<file path="src/include/uca_map.svh">
// Field positions, pin indices, reset values and timing counts of the channel aux block
`ifndef UCA_MAP_SVH
`define UCA_MAP_SVH
`define UCA_TMR_MULT_LOG2 10
`define UCA_TMR_HALF_W 24
`define UCA_TMR_EN_BIT 7
`define UCA_FIRST_MODE_REGISTER_TXDIS_BIT 1
`define UCA_FIRST_MODE_REGISTER_DIR_BIT 4
`define UCA_SECOND_MODE_REGISTER_SPCL_BIT 4
`define UCA_SECOND_MODE_REGISTER_MDROP_BIT 6
`define UCA_FLOW_PINADDR_BIT 2
`define UCA_SYNC_AUTODIS_BIT 4
`define UCA_SYNC_REFCLK_BIT 5
`define UCA_SYNC_TRIGEN_BIT 6
`define UCA_TRIG_BASE 4'hE
`define UCA_TICKS_PER_BIT 8'h10
`define UCA_PIN_REFCLK 0
`define UCA_PIN_TIMER 1
`define UCA_RST_BYTE 8'h00
`endif

</file>
<file path="src/include/uca_pkg.sv">
// Types of the channel aux block
package uca_pkg;
	typedef enum logic [3:0] {
		DIR_IDLE = 4'h1,
		DIR_SETUP = 4'h2,
		DIR_SEND = 4'h4,
		DIR_HOLD = 4'h8
	} uca_dir_t;

	typedef struct packed {
		logic valid;
		logic [7:0] data;
		logic ninth;
		logic parity_err;
	} uca_rx_word_t;

	typedef struct packed {
		logic [3:0] meta_r;
		logic [3:0] sync_r;
		logic [23:0] tmr_cnt_r;
		logic tmr_out_r;
		logic addressed_r;
		logic fifo_wr_r;
		logic [7:0] fifo_data_r;
		logic fifo_perr_r;
		logic addr_flag_r;
		uca_dir_t dir_r;
		logic [11:0] dir_cnt_r;
		logic trig_wait_r;
		logic [15:0] trig_cnt_r;
		logic trig_rel_r;
		logic auto_dis_r;
		logic txdis_prev_r;
		logic busy_prev_r;
	} uca_state_t;
endpackage

</file>
<file path="src/core/uca_channel.sv">
// Per-channel aux logic: slow timer, clock routing, multidrop filter, direction control, triggering
// Operation
// - Timer divides baud clock by 1024*divisor
// - Timer output is 50% duty square wave
// - Enabled timer drives the channel's pin 1
// - Sync register bit routes reference clock to pin 0
// - Multidrop: eight data bits plus address/data ninth bit
// - Multidrop drops parity, flags received address words
// - Filtering needs multidrop and special-char enable both
// - Address from register or upper nibble plus pins
// - Pin address follows synchronised pin levels continuously
// - Store data after matching address, drop otherwise
// - Filtering never stores address words
// - Direction goes high when enabled transmitter has data
// - Direction rises setup period before data
// - Direction holds high hold period after end
// - Transmitter assigned one of 16 trigger commands
// - Global command applies to every channel
// - Trigger starts only disabled transmitter with data
// - Programmable delay after trigger before start
// - Intrinsic trigger delay about 0/16 to 1/16
`timescale 1ns/10ps
`include "uca_map.svh"

module uca_channel #(
	parameter int TICKS_PER_BIT = 16
) (
	input wire logic sys_clk_i,
	input wire logic rst_i,
	input wire logic baud_tick_i,
	input wire logic ref_clk_lvl_i,
	input wire logic [7:0] slow_timer_low_i,
	input wire logic [7:0] slow_timer_high_i,
	input wire logic [7:0] transmit_sync_control_i,
	input wire logic [7:0] first_mode_register_i,
	input wire logic [7:0] second_mode_register_i,
	input wire logic [7:0] second_stop_char_register_i,
	input wire logic [7:0] flow_control_register_i,
	input wire logic [7:0] half_duplex_delay_register_i,
	input wire logic [7:0] sync_delay_low_i,
	input wire logic [7:0] sync_delay_high_i,
	input wire logic global_cmd_wr_i,
	input wire logic [7:0] global_command_register_i,
	input wire logic [3:0] gpio_i,
	input wire logic [3:0] gpio_out_i,
	input wire logic [3:0] gpio_oe_i,
	input wire uca_pkg::uca_rx_word_t rx_word_i,
	input wire logic tx_fifo_nonempty_i,
	input wire logic tx_busy_i,
	output logic [3:0] gpio_o,
	output logic [3:0] gpio_oe_o,
	output logic fifo_wr_o,
	output logic [7:0] fifo_data_o,
	output logic fifo_parity_err_o,
	output logic address_received_flag_o,
	output logic tx_go_o,
	output logic direction_o,
	output logic tx_auto_disabled_o
);

	localparam logic [7:0] TPB = 8'(TICKS_PER_BIT);

	uca_pkg::uca_state_t s_r;
	uca_pkg::uca_state_t s_nxt;

	logic tmr_en;
	logic [14:0] tmr_div;
	logic [23:0] tmr_half;
	logic mdrop;
	logic filt_en;
	logic [7:0] station_addr;
	logic dir_en;
	logic txdis;
	logic tx_enabled;
	logic tx_has_work;
	logic trig_hit;
	logic tx_done;

	function automatic logic [11:0] bit_ticks(input logic [3:0] n, input logic [7:0] tpb);
		bit_ticks = 12'(n) * 12'(tpb);
	endfunction

	always_comb begin
		s_nxt = s_r;
		tmr_en = slow_timer_high_i[`UCA_TMR_EN_BIT];
		tmr_div = {slow_timer_high_i[6:0], slow_timer_low_i};
		tmr_half = {tmr_div, 9'h000};
		mdrop = second_mode_register_i[`UCA_SECOND_MODE_REGISTER_MDROP_BIT];
		filt_en = mdrop && second_mode_register_i[`UCA_SECOND_MODE_REGISTER_SPCL_BIT];
		dir_en = first_mode_register_i[`UCA_FIRST_MODE_REGISTER_DIR_BIT];
		txdis = first_mode_register_i[`UCA_FIRST_MODE_REGISTER_TXDIS_BIT];

		// Pin synchroniser
		s_nxt.meta_r = gpio_i;
		s_nxt.sync_r = s_r.meta_r;

		// Station address, follows pins live
		if (flow_control_register_i[`UCA_FLOW_PINADDR_BIT]) begin
			station_addr = {second_stop_char_register_i[7:4], s_r.sync_r};
		end else begin
			station_addr = second_stop_char_register_i;
		end

		// Slow timer: toggle every 512*div baud ticks
		if (!tmr_en || tmr_div == 15'h0000) begin
			s_nxt.tmr_cnt_r = 24'h000000;
			s_nxt.tmr_out_r = 1'b0;
		end else if (baud_tick_i) begin
			if (s_r.tmr_cnt_r >= tmr_half - 24'h000001) begin
				s_nxt.tmr_cnt_r = 24'h000000;
				s_nxt.tmr_out_r = !s_r.tmr_out_r;
			end else begin
				s_nxt.tmr_cnt_r = s_r.tmr_cnt_r + 24'h000001;
			end
		end

		// Receive path
		s_nxt.fifo_wr_r = 1'b0;
		s_nxt.addr_flag_r = 1'b0;
		if (rx_word_i.valid) begin
			s_nxt.fifo_data_r = rx_word_i.data;
			s_nxt.fifo_perr_r = mdrop ? 1'b0 : rx_word_i.parity_err;
			if (mdrop && rx_word_i.ninth) begin
				s_nxt.addr_flag_r = 1'b1;
				if (filt_en) begin
					s_nxt.addressed_r = (rx_word_i.data == station_addr);
					s_nxt.fifo_wr_r = 1'b0;
				end else begin
					s_nxt.fifo_wr_r = 1'b1;
				end
			end else if (filt_en) begin
				s_nxt.fifo_wr_r = s_r.addressed_r;
			end else begin
				s_nxt.fifo_wr_r = 1'b1;
			end
		end
		if (!filt_en) begin
			s_nxt.addressed_r = 1'b0;
		end

		// Auto transmit disable and its release
		s_nxt.txdis_prev_r = txdis;
		s_nxt.busy_prev_r = tx_busy_i;
		tx_done = s_r.busy_prev_r && !tx_busy_i && !tx_fifo_nonempty_i;
		if (!transmit_sync_control_i[`UCA_SYNC_AUTODIS_BIT]) begin
			s_nxt.auto_dis_r = 1'b0;
		end else if (tx_done) begin
			s_nxt.auto_dis_r = 1'b1;
		end else if (txdis != s_r.txdis_prev_r) begin
			s_nxt.auto_dis_r = 1'b0;
		end
		tx_enabled = (!txdis && !s_r.auto_dis_r) || s_r.trig_rel_r;

		// Trigger command, same for every channel
		trig_hit = global_cmd_wr_i && transmit_sync_control_i[`UCA_SYNC_TRIGEN_BIT]
			&& global_command_register_i[7:4] == `UCA_TRIG_BASE
			&& global_command_register_i[3:0] == transmit_sync_control_i[3:0];
		if (trig_hit && (txdis || s_r.auto_dis_r) && tx_fifo_nonempty_i && !s_r.trig_rel_r) begin
			s_nxt.trig_wait_r = 1'b1;
			s_nxt.trig_cnt_r = {sync_delay_high_i, sync_delay_low_i};
		end else if (s_r.trig_wait_r && baud_tick_i) begin
			if (s_r.trig_cnt_r == 16'h0000) begin
				s_nxt.trig_wait_r = 1'b0;
				s_nxt.trig_rel_r = 1'b1;
			end else begin
				s_nxt.trig_cnt_r = s_r.trig_cnt_r - 16'h0001;
			end
		end
		if (s_r.trig_rel_r && tx_done) begin
			s_nxt.trig_rel_r = 1'b0;
		end

		tx_has_work = tx_fifo_nonempty_i && tx_enabled;

		// Direction control
		case (s_r.dir_r)
			uca_pkg::DIR_IDLE: begin
				if (tx_has_work) begin
					if (dir_en && half_duplex_delay_register_i[7:4] != 4'h0) begin
						s_nxt.dir_r = uca_pkg::DIR_SETUP;
						s_nxt.dir_cnt_r = bit_ticks(half_duplex_delay_register_i[7:4], TPB);
					end else begin
						s_nxt.dir_r = uca_pkg::DIR_SEND;
					end
				end
			end
			uca_pkg::DIR_SETUP: begin
				if (baud_tick_i) begin
					if (s_r.dir_cnt_r <= 12'h001) begin
						s_nxt.dir_r = uca_pkg::DIR_SEND;
					end else begin
						s_nxt.dir_cnt_r = s_r.dir_cnt_r - 12'h001;
					end
				end
			end
			uca_pkg::DIR_SEND: begin
				if (!tx_busy_i && !tx_has_work) begin
					if (dir_en && half_duplex_delay_register_i[3:0] != 4'h0) begin
						s_nxt.dir_r = uca_pkg::DIR_HOLD;
						s_nxt.dir_cnt_r = bit_ticks(half_duplex_delay_register_i[3:0], TPB);
					end else begin
						s_nxt.dir_r = uca_pkg::DIR_IDLE;
					end
				end
			end
			uca_pkg::DIR_HOLD: begin
				if (tx_has_work) begin
					s_nxt.dir_r = uca_pkg::DIR_SEND;
				end else if (baud_tick_i) begin
					if (s_r.dir_cnt_r <= 12'h001) begin
						s_nxt.dir_r = uca_pkg::DIR_IDLE;
					end else begin
						s_nxt.dir_cnt_r = s_r.dir_cnt_r - 12'h001;
					end
				end
			end
			default: begin
				s_nxt.dir_r = uca_pkg::DIR_IDLE;
			end
		endcase

		if (rst_i) begin
			s_nxt = '0;
			s_nxt.dir_r = uca_pkg::DIR_IDLE;
		end
	end

	always_ff @(posedge sys_clk_i) begin
		s_r <= s_nxt;
	end

	// Pin muxing
	always_comb begin
		gpio_o = gpio_out_i;
		gpio_oe_o = gpio_oe_i;
		if (transmit_sync_control_i[`UCA_SYNC_REFCLK_BIT]) begin
			gpio_o[`UCA_PIN_REFCLK] = ref_clk_lvl_i;
			gpio_oe_o[`UCA_PIN_REFCLK] = 1'b1;
		end
		if (slow_timer_high_i[`UCA_TMR_EN_BIT]) begin
			gpio_o[`UCA_PIN_TIMER] = s_r.tmr_out_r;
			gpio_oe_o[`UCA_PIN_TIMER] = 1'b1;
		end
	end

	assign fifo_wr_o = s_r.fifo_wr_r;
	assign fifo_data_o = s_r.fifo_data_r;
	assign fifo_parity_err_o = s_r.fifo_perr_r;
	assign address_received_flag_o = s_r.addr_flag_r;
	assign tx_go_o = (s_r.dir_r == uca_pkg::DIR_SEND) && (tx_enabled || tx_busy_i);
	assign direction_o = first_mode_register_i[`UCA_FIRST_MODE_REGISTER_DIR_BIT] && (s_r.dir_r != uca_pkg::DIR_IDLE);
	assign tx_auto_disabled_o = s_r.auto_dis_r;

endmodule

</file>
<file path="config.mk">
export PLATFORM = sky130hd
export DESIGN_NAME = uca_channel
export DESIGN_NICKNAME = d
export VERILOG_FILES = /design/src/include/uca_pkg.sv /design/src/core/uca_channel.sv
export VERILOG_INCLUDE_DIRS = /design/src /design/src/include
export SDC_FILE = /design/constraint.sdc
export NUM_CORES = 1
export LEC_CHECK = 0
export BUFFER_PORTS_ARGS = -buffer_cell sky130_fd_sc_hd__buf_2
export CAP_MARGIN = 15
export CORE_MARGIN = 3
export CORE_UTILIZATION = 50
export CTS_CLUSTER_DIAMETER = 50
export DETAILED_ROUTE_END_ITERATION = 7
export GPL_ROUTABILITY_DRIVEN = 0
export PLACE_DENSITY_LB_ADDON = 0.05
export SLEW_MARGIN = 20
export SYNTH_ARGS = -nofsm -noshare
export SYNTH_HDL_FRONTEND = slang
export SYNTH_SLANG_ARGS = --single-unit
</file>
<file path="constraint.sdc">
create_clock -name sys_clk_i -period 7.3 [get_ports sys_clk_i]
set_clock_uncertainty 0.05 [all_clocks]
set_input_delay 1.095 -clock sys_clk_i [delete_from_list [all_inputs] [get_ports sys_clk_i]]
set_output_delay 1.095 -clock sys_clk_i [all_outputs]
set_load 0.05 [all_outputs]
</file>
### Yosys cells after proc, flatten, opt, wreduce, memory -nomap -nowiden

Index checks and enable logic that the tools add are counted.

| storage, ports and cells | value |
|---|---|
| flip-flop bits (word level) | 82 |
| latch bits | 0 |
| memory bits (writable) | 0 |
| ROM bits | 0 |
| bits of input ports | 118 |
| output and inout bits | 22 |
| memories kept | 0 |

| operators by class | value |
|---|---|
| $add $sub $neg | 4 |
| $mul | 0 |
| div/mod/pow operators | 0 |
| $lt $le $gt $ge | 2 |
| equal/unequal tests | 20 |
| shift-type cells | 0 |
| multiplexer cells | 33 |
| bitwise operators | 4 |
| reductions and logical operators | 51 |

Operator list:

| cell | count |
|---|---|
| $mux W16 | 5 |
| $mux W12 | 4 |
| $pmux W12 S4 | 1 |
| $add A24 B1 Y24 const B | 1 |
| $ge A24 B24 Y1 | 1 |
| $mux W24 | 1 |
| $sub A24 B1 Y24 const B | 1 |
| $mux W4 | 5 |
| $logic_and A1 B1 Y1 | 19 |
| $mux W18 | 1 |
| $ne A2 B2 Y1 const B | 9 |
| $mux W17 | 1 |
| $logic_not A16 Y1 | 1 |
| $pmux W4 S4 | 1 |
| $sub A16 B1 Y16 const B | 1 |
| $logic_not A15 Y1 | 1 |
| $mux W1 | 13 |
| $le A12 B1 Y1 const B | 1 |
| $reduce_bool A4 Y1 | 3 |
| $sub A12 B1 Y12 const B | 1 |
| $reduce_or A2 Y1 | 5 |
| $eq A4 B4 Y1 const B | 2 |
| $eq A8 B8 Y1 | 1 |
| $logic_not A1 Y1 | 8 |
| 15 further kinds | 27 |

### Longest topological paths before layout

| depth | value |
|---|---|
| depth after elaboration | 8 |
| depth in mapped cells | 13 |
| depth with buffers taken out | 12 |

### Least setup slack after synthesis

No wires, ideal clock.

| path | value |
|---|---|
| path type | input-to-reg |
| start point | in slow_timer_low_i[5] |
| end point | reg s_r[73] (netlist bit) |
| library setup time | 0.086 ns |
| arrival time | 3.847 ns |
| required time | 7.164 ns |
| setup slack | 3.317 ns |
| stages | 12 |
| buffers on the path | 1 |
| cell sequence | or4_1 -> nor3_1 -> nand3_1 -> nor3_1 -> xnor2_1 -> ha_1 -> a21oi_1 -> a21boi_0 -> a211oi_1 -> a31oi_1 -> clkbuf_1 -> a211oi_1 |

| on the way | value |
|---|---|
| cells in the longest elaborated chain, start to end | 3 |
| elaborated cells between the ends (all ways) | 6 |
| those cells by class | add/sub: 1; order compare: 1; mux: 1; reduce/logical: 3 |

Ends and longest elaborated chain:

| item | RTL line | text |
|---|---|---|
| start: declaration | uca_channel.sv:32 | `input wire logic [7:0] slow_timer_low_i,` |
| $sub A24 B1 Y24 or $logic_not A15 Y1 (tied branches) | uca_channel.sv:109, uca_channel.sv:105 |  |
| $ge A24 B24 Y1 or $logic_or A1 B1 Y1 (tied branches) | uca_channel.sv:109, uca_channel.sv:105 |  |
| $mux W24 or $reduce_or A2 Y1 (tied branches) | n/a |  |
| end signal: assignment | uca_channel.sv:229 | `s_r <= s_nxt;` |
| end: declaration | uca_channel.sv:63 | `uca_pkg::uca_state_t s_r;` |

Several ways; a longest one is shown, not always the timed one.
A chain may end at the register's enable or synchronous reset.

### Worst setup path in the final report

| path | value |
|---|---|
| start point | in slow_timer_low_i[5] |
| end point | reg s_r[49] (netlist bit) |

| on the way | value |
|---|---|
| cells in the longest elaborated chain, start to end | 3 |
| elaborated cells between the ends (all ways) | 6 |
| those cells by class | add/sub: 1; order compare: 1; reduce/logical: 4 |

Ends and longest elaborated chain:

| item | RTL line |
|---|---|
| $sub A24 B1 Y24 or $logic_not A15 Y1 (tied branches) | uca_channel.sv:109, uca_channel.sv:105 |
| $ge A24 B24 Y1 or $logic_or A1 B1 Y1 (tied branches) | uca_channel.sv:109, uca_channel.sv:105 |
| $reduce_and A2 Y1 (no source line) or $reduce_or A2 Y1 (tied branches) | n/a |

Several ways; a longest one is shown, not always the timed one.

==> impl_metrics.ini <==
[clock_tree]
clk_pin_slew_ns = 0.08
cts.path.max_buffers = 2
clock_sinks = 82
cts_tree = yes
cts_hold_buffers = 0
cts_resized = 0
insertion_delay_ns = 0.36
cts_buffers = 9
cts_root_buf = clkbuf_8
post-cts-setup-buffers = 0
cts_max_level = 3

[sta]
rsz0062_at_grt = false
slew_violations = 0
worstMarginPinSlew_ns = 1.16
finalSetupViolCount = 0
fin_crit_sh_pct = 60.0
max_freq_mhz = 228
period_needed_ns = 4.38
setup-tns-final_ns = 0
finalHoldViolCount = 0
maxSlewHeadroom_pct = 21.5

[detailed_routing]
drcViolationCount = 0
drt-pass1-iter-count = 5
vias_per_cell = 5.80
wl_per_cell_um = 14.9
finalWirelength_mm = 12.5
drtIter0Drc = 223
ant_nets = 0
vias = 4836

[critical_path]
worstPathArrival_ns = 4.59
crit_fanout = 21
cp-start-kind = input port
crit_type = in -> reg
crit_required_ns = 7.51
worstSetupEndpointType = flip-flop

[floorplan]
io_pins = 140
start_util_pct = 51.4
rows = 36
core_um2 = 9820
chipWidth_um = 107
die_h_um = 107
die_area_um2 = 11300

[global_route]
grt_first_pass_wirelength_mm = 21.0
grt-ovfl-total = 0
grt_max_degree = 54
grt_pass1_vias = 4570
grt.total_usage_pct = 22.3
antenna_found_initial = 0

[power]
finalPower_uw = 1290
ir_drop_v = 0.000124
powerDensity_nw_per_um2 = 222
leakage_uw = 0.00227

[synth]
syn_nets = 746
synth_cell_type_count = 62
yosysWarnings = 0
avgSynthCellArea_um2 = 8.31
synth_async_sr_flop_share_pct = 0
synthFlopType = dfxtp_1
synth_cells = 608
ys_ff_latch = 82
synth_edf_count = 0
synth_area_um2 = 5050
ys_seq_area_share_pct = 32.5

[cells_and_area]
diodes = 0
nets = 834
syn_to_final_growth_pct = 14.9
final_layout_size_suffix_gt1_share_pct = 21.4
final_area_um2 = 5800
nFillCells = 939

[outcome]
status = finished clean

[place]
io_buffers = 111
place_area_um2 = 5620
dp_hpwl_mm = 8.93

[job]
drv_cap = 0

[worst_hold_path]
hp-class = reg -> reg
## logic make-up after synthesis
family                     count (synthesis)  synth area share (%)
AOI/OAI and AO/OA                        109                  15.5
DFF                                       82                  32.5
xor gates and xnor gates                  56                  9.71
muxes                                     20                  4.04
buffers and inverters                     51                  4.81
adders and majority gates                 20                  4.95
and+or+nand+nor                          270                  28.5
## through the flow
step	worst slack, ns	cells	util, %	hold WS, ns
after global routing	2.72	834	59.1	0.411
after floorplan	3.32	608	-	0.364
after global placement	2.64	818	57.2	0.366
after detailed placement	2.60	818	57.2	0.376
after CTS	3.00	834	59.1	0.396
final	2.92	834	59.1	0.388
## final timing paths
kind                     endpoint  cells past startpoint  slack, ns                 start
min reg2reg    s_r[77]$_SDFF_PP0_                      1       0.39    s_r[81]$_SDFF_PP0_
min            s_r[77]$_SDFF_PP0_                      1       0.39    s_r[81]$_SDFF_PP0_
max reg2reg  s_r[25]$_SDFFE_PP0P_                      4       4.61  s_r[34]$_SDFFE_PP0P_
max          s_r[49]$_SDFFE_PP0P_                     12       2.92   slow_timer_low_i[5]
## cells in the mapped netlist, types with 5 or more instances
library cell / number / share of area, %
a31oi_1: 7 / 0.87
nand3_1: 24 / 2.4
and2_1: 5 / 0.62
or2_2: 5 / 0.62
nor4b_1: 5 / 0.87
mux2i_1: 17 / 3.4
a311o_1: 5 / 0.99
xnor2_1: 26 / 4.5
clkbuf_1: 19 / 1.4
or3_1: 6 / 0.74
a211oi_1: 16 / 2.4
inv_1: 12 / 0.89
buf_2: 5 / 0.50
ha_1: 20 / 5.0
o21ai_0: 16 / 1.6
nor3_1: 40 / 4.0
and3_1: 9 / 1.1
nor4_1: 17 / 2.1
nor2_1: 60 / 4.5
a21oi_1: 21 / 2.1
o311ai_0: 7 / 1.2
buf_4: 12 / 1.8
nand4_1: 22 / 2.7
xor2_1: 30 / 5.2
nor2b_1: 19 / 2.4
dfxtp_1: 82 / 32
nand2_1: 34 / 2.5
## power by group
group / internal (uW) / leakage, uW / switching (uW)
sequential: 479 / 0.000666 / 35.0
clock: 156 / 0.0000958 / 169
combinational: 172 / 0.00151 / 277
total: 807 / 0.00227 / 481
## final cells by class
type	count	area (um2)	area share [%]
well taps	133	166	2.87
flip-flops and latches	82	1640	28.3
clock buffers	10	128	2.20
multi-input cells	475	3170	54.7
repair buffers	116	593	10.2
clock inverters	6	57.6	0.992
inverters	12	45.0	0.776
## cell usage in the layout, fill, tap and decap left out, types with 5 or more instances in the layout
cell      synthesis  final
nand2_1          34     34
and3_1            9      9
and2_1            5      5
o21ai_0          16     16
ha_1             20     20
a21oi_1          21     21
clkbuf_8          0      9
xor2_1           30     30
nor2b_1          19     19
o311ai_0          7      7
a311o_1           5      5
nor4_1           17     17
nor4b_1           5      5
nor3_1           40     40
buf_2             5    111
nand4_1          22     22
a31oi_1           7      7
nor2_1           60     60
buf_4            12      5
xnor2_1          26     26
or3_1             6      6
mux2i_1          17     17
or2_2             5      5
dfxtp_1          82     82
a211oi_1         16     16
nand3_1          24     24
inv_1            12     12
## critical path, stage by stage
cell and delay (ns):
buf_2 0.11, or4_1 0.58, nor4b_1 0.62, nand3_1 0.18, xor2_1 0.19, ha_1 0.29, nand4_1 0.16, nor4_1 0.07
a211oi_1 0.60, a31oi_1 0.15, buf_4 0.25, mux2_2 0.29
## registers in the layout, indices dropped and copies added, names as in the netlist
register	count
tx_auto_disabled_o	1
address_received_flag_o	1
fifo_wr_o	1
s_r	70
fifo_data_o	8
fifo_parity_err_o	1
## per-layer routing
layer	vias to the layer above	wire (um)	part of all wire [%]	GRT usage, %
li1	2423	-	-	-
met1	2243	5560	45	29.1
met2	153	6000	48	36.2
met3	17	728	5.8	5.83
met4	0	171	1.4	7.21
met5	-	0	0	0
No activity file was read; power rests on OpenSTA's default activity.
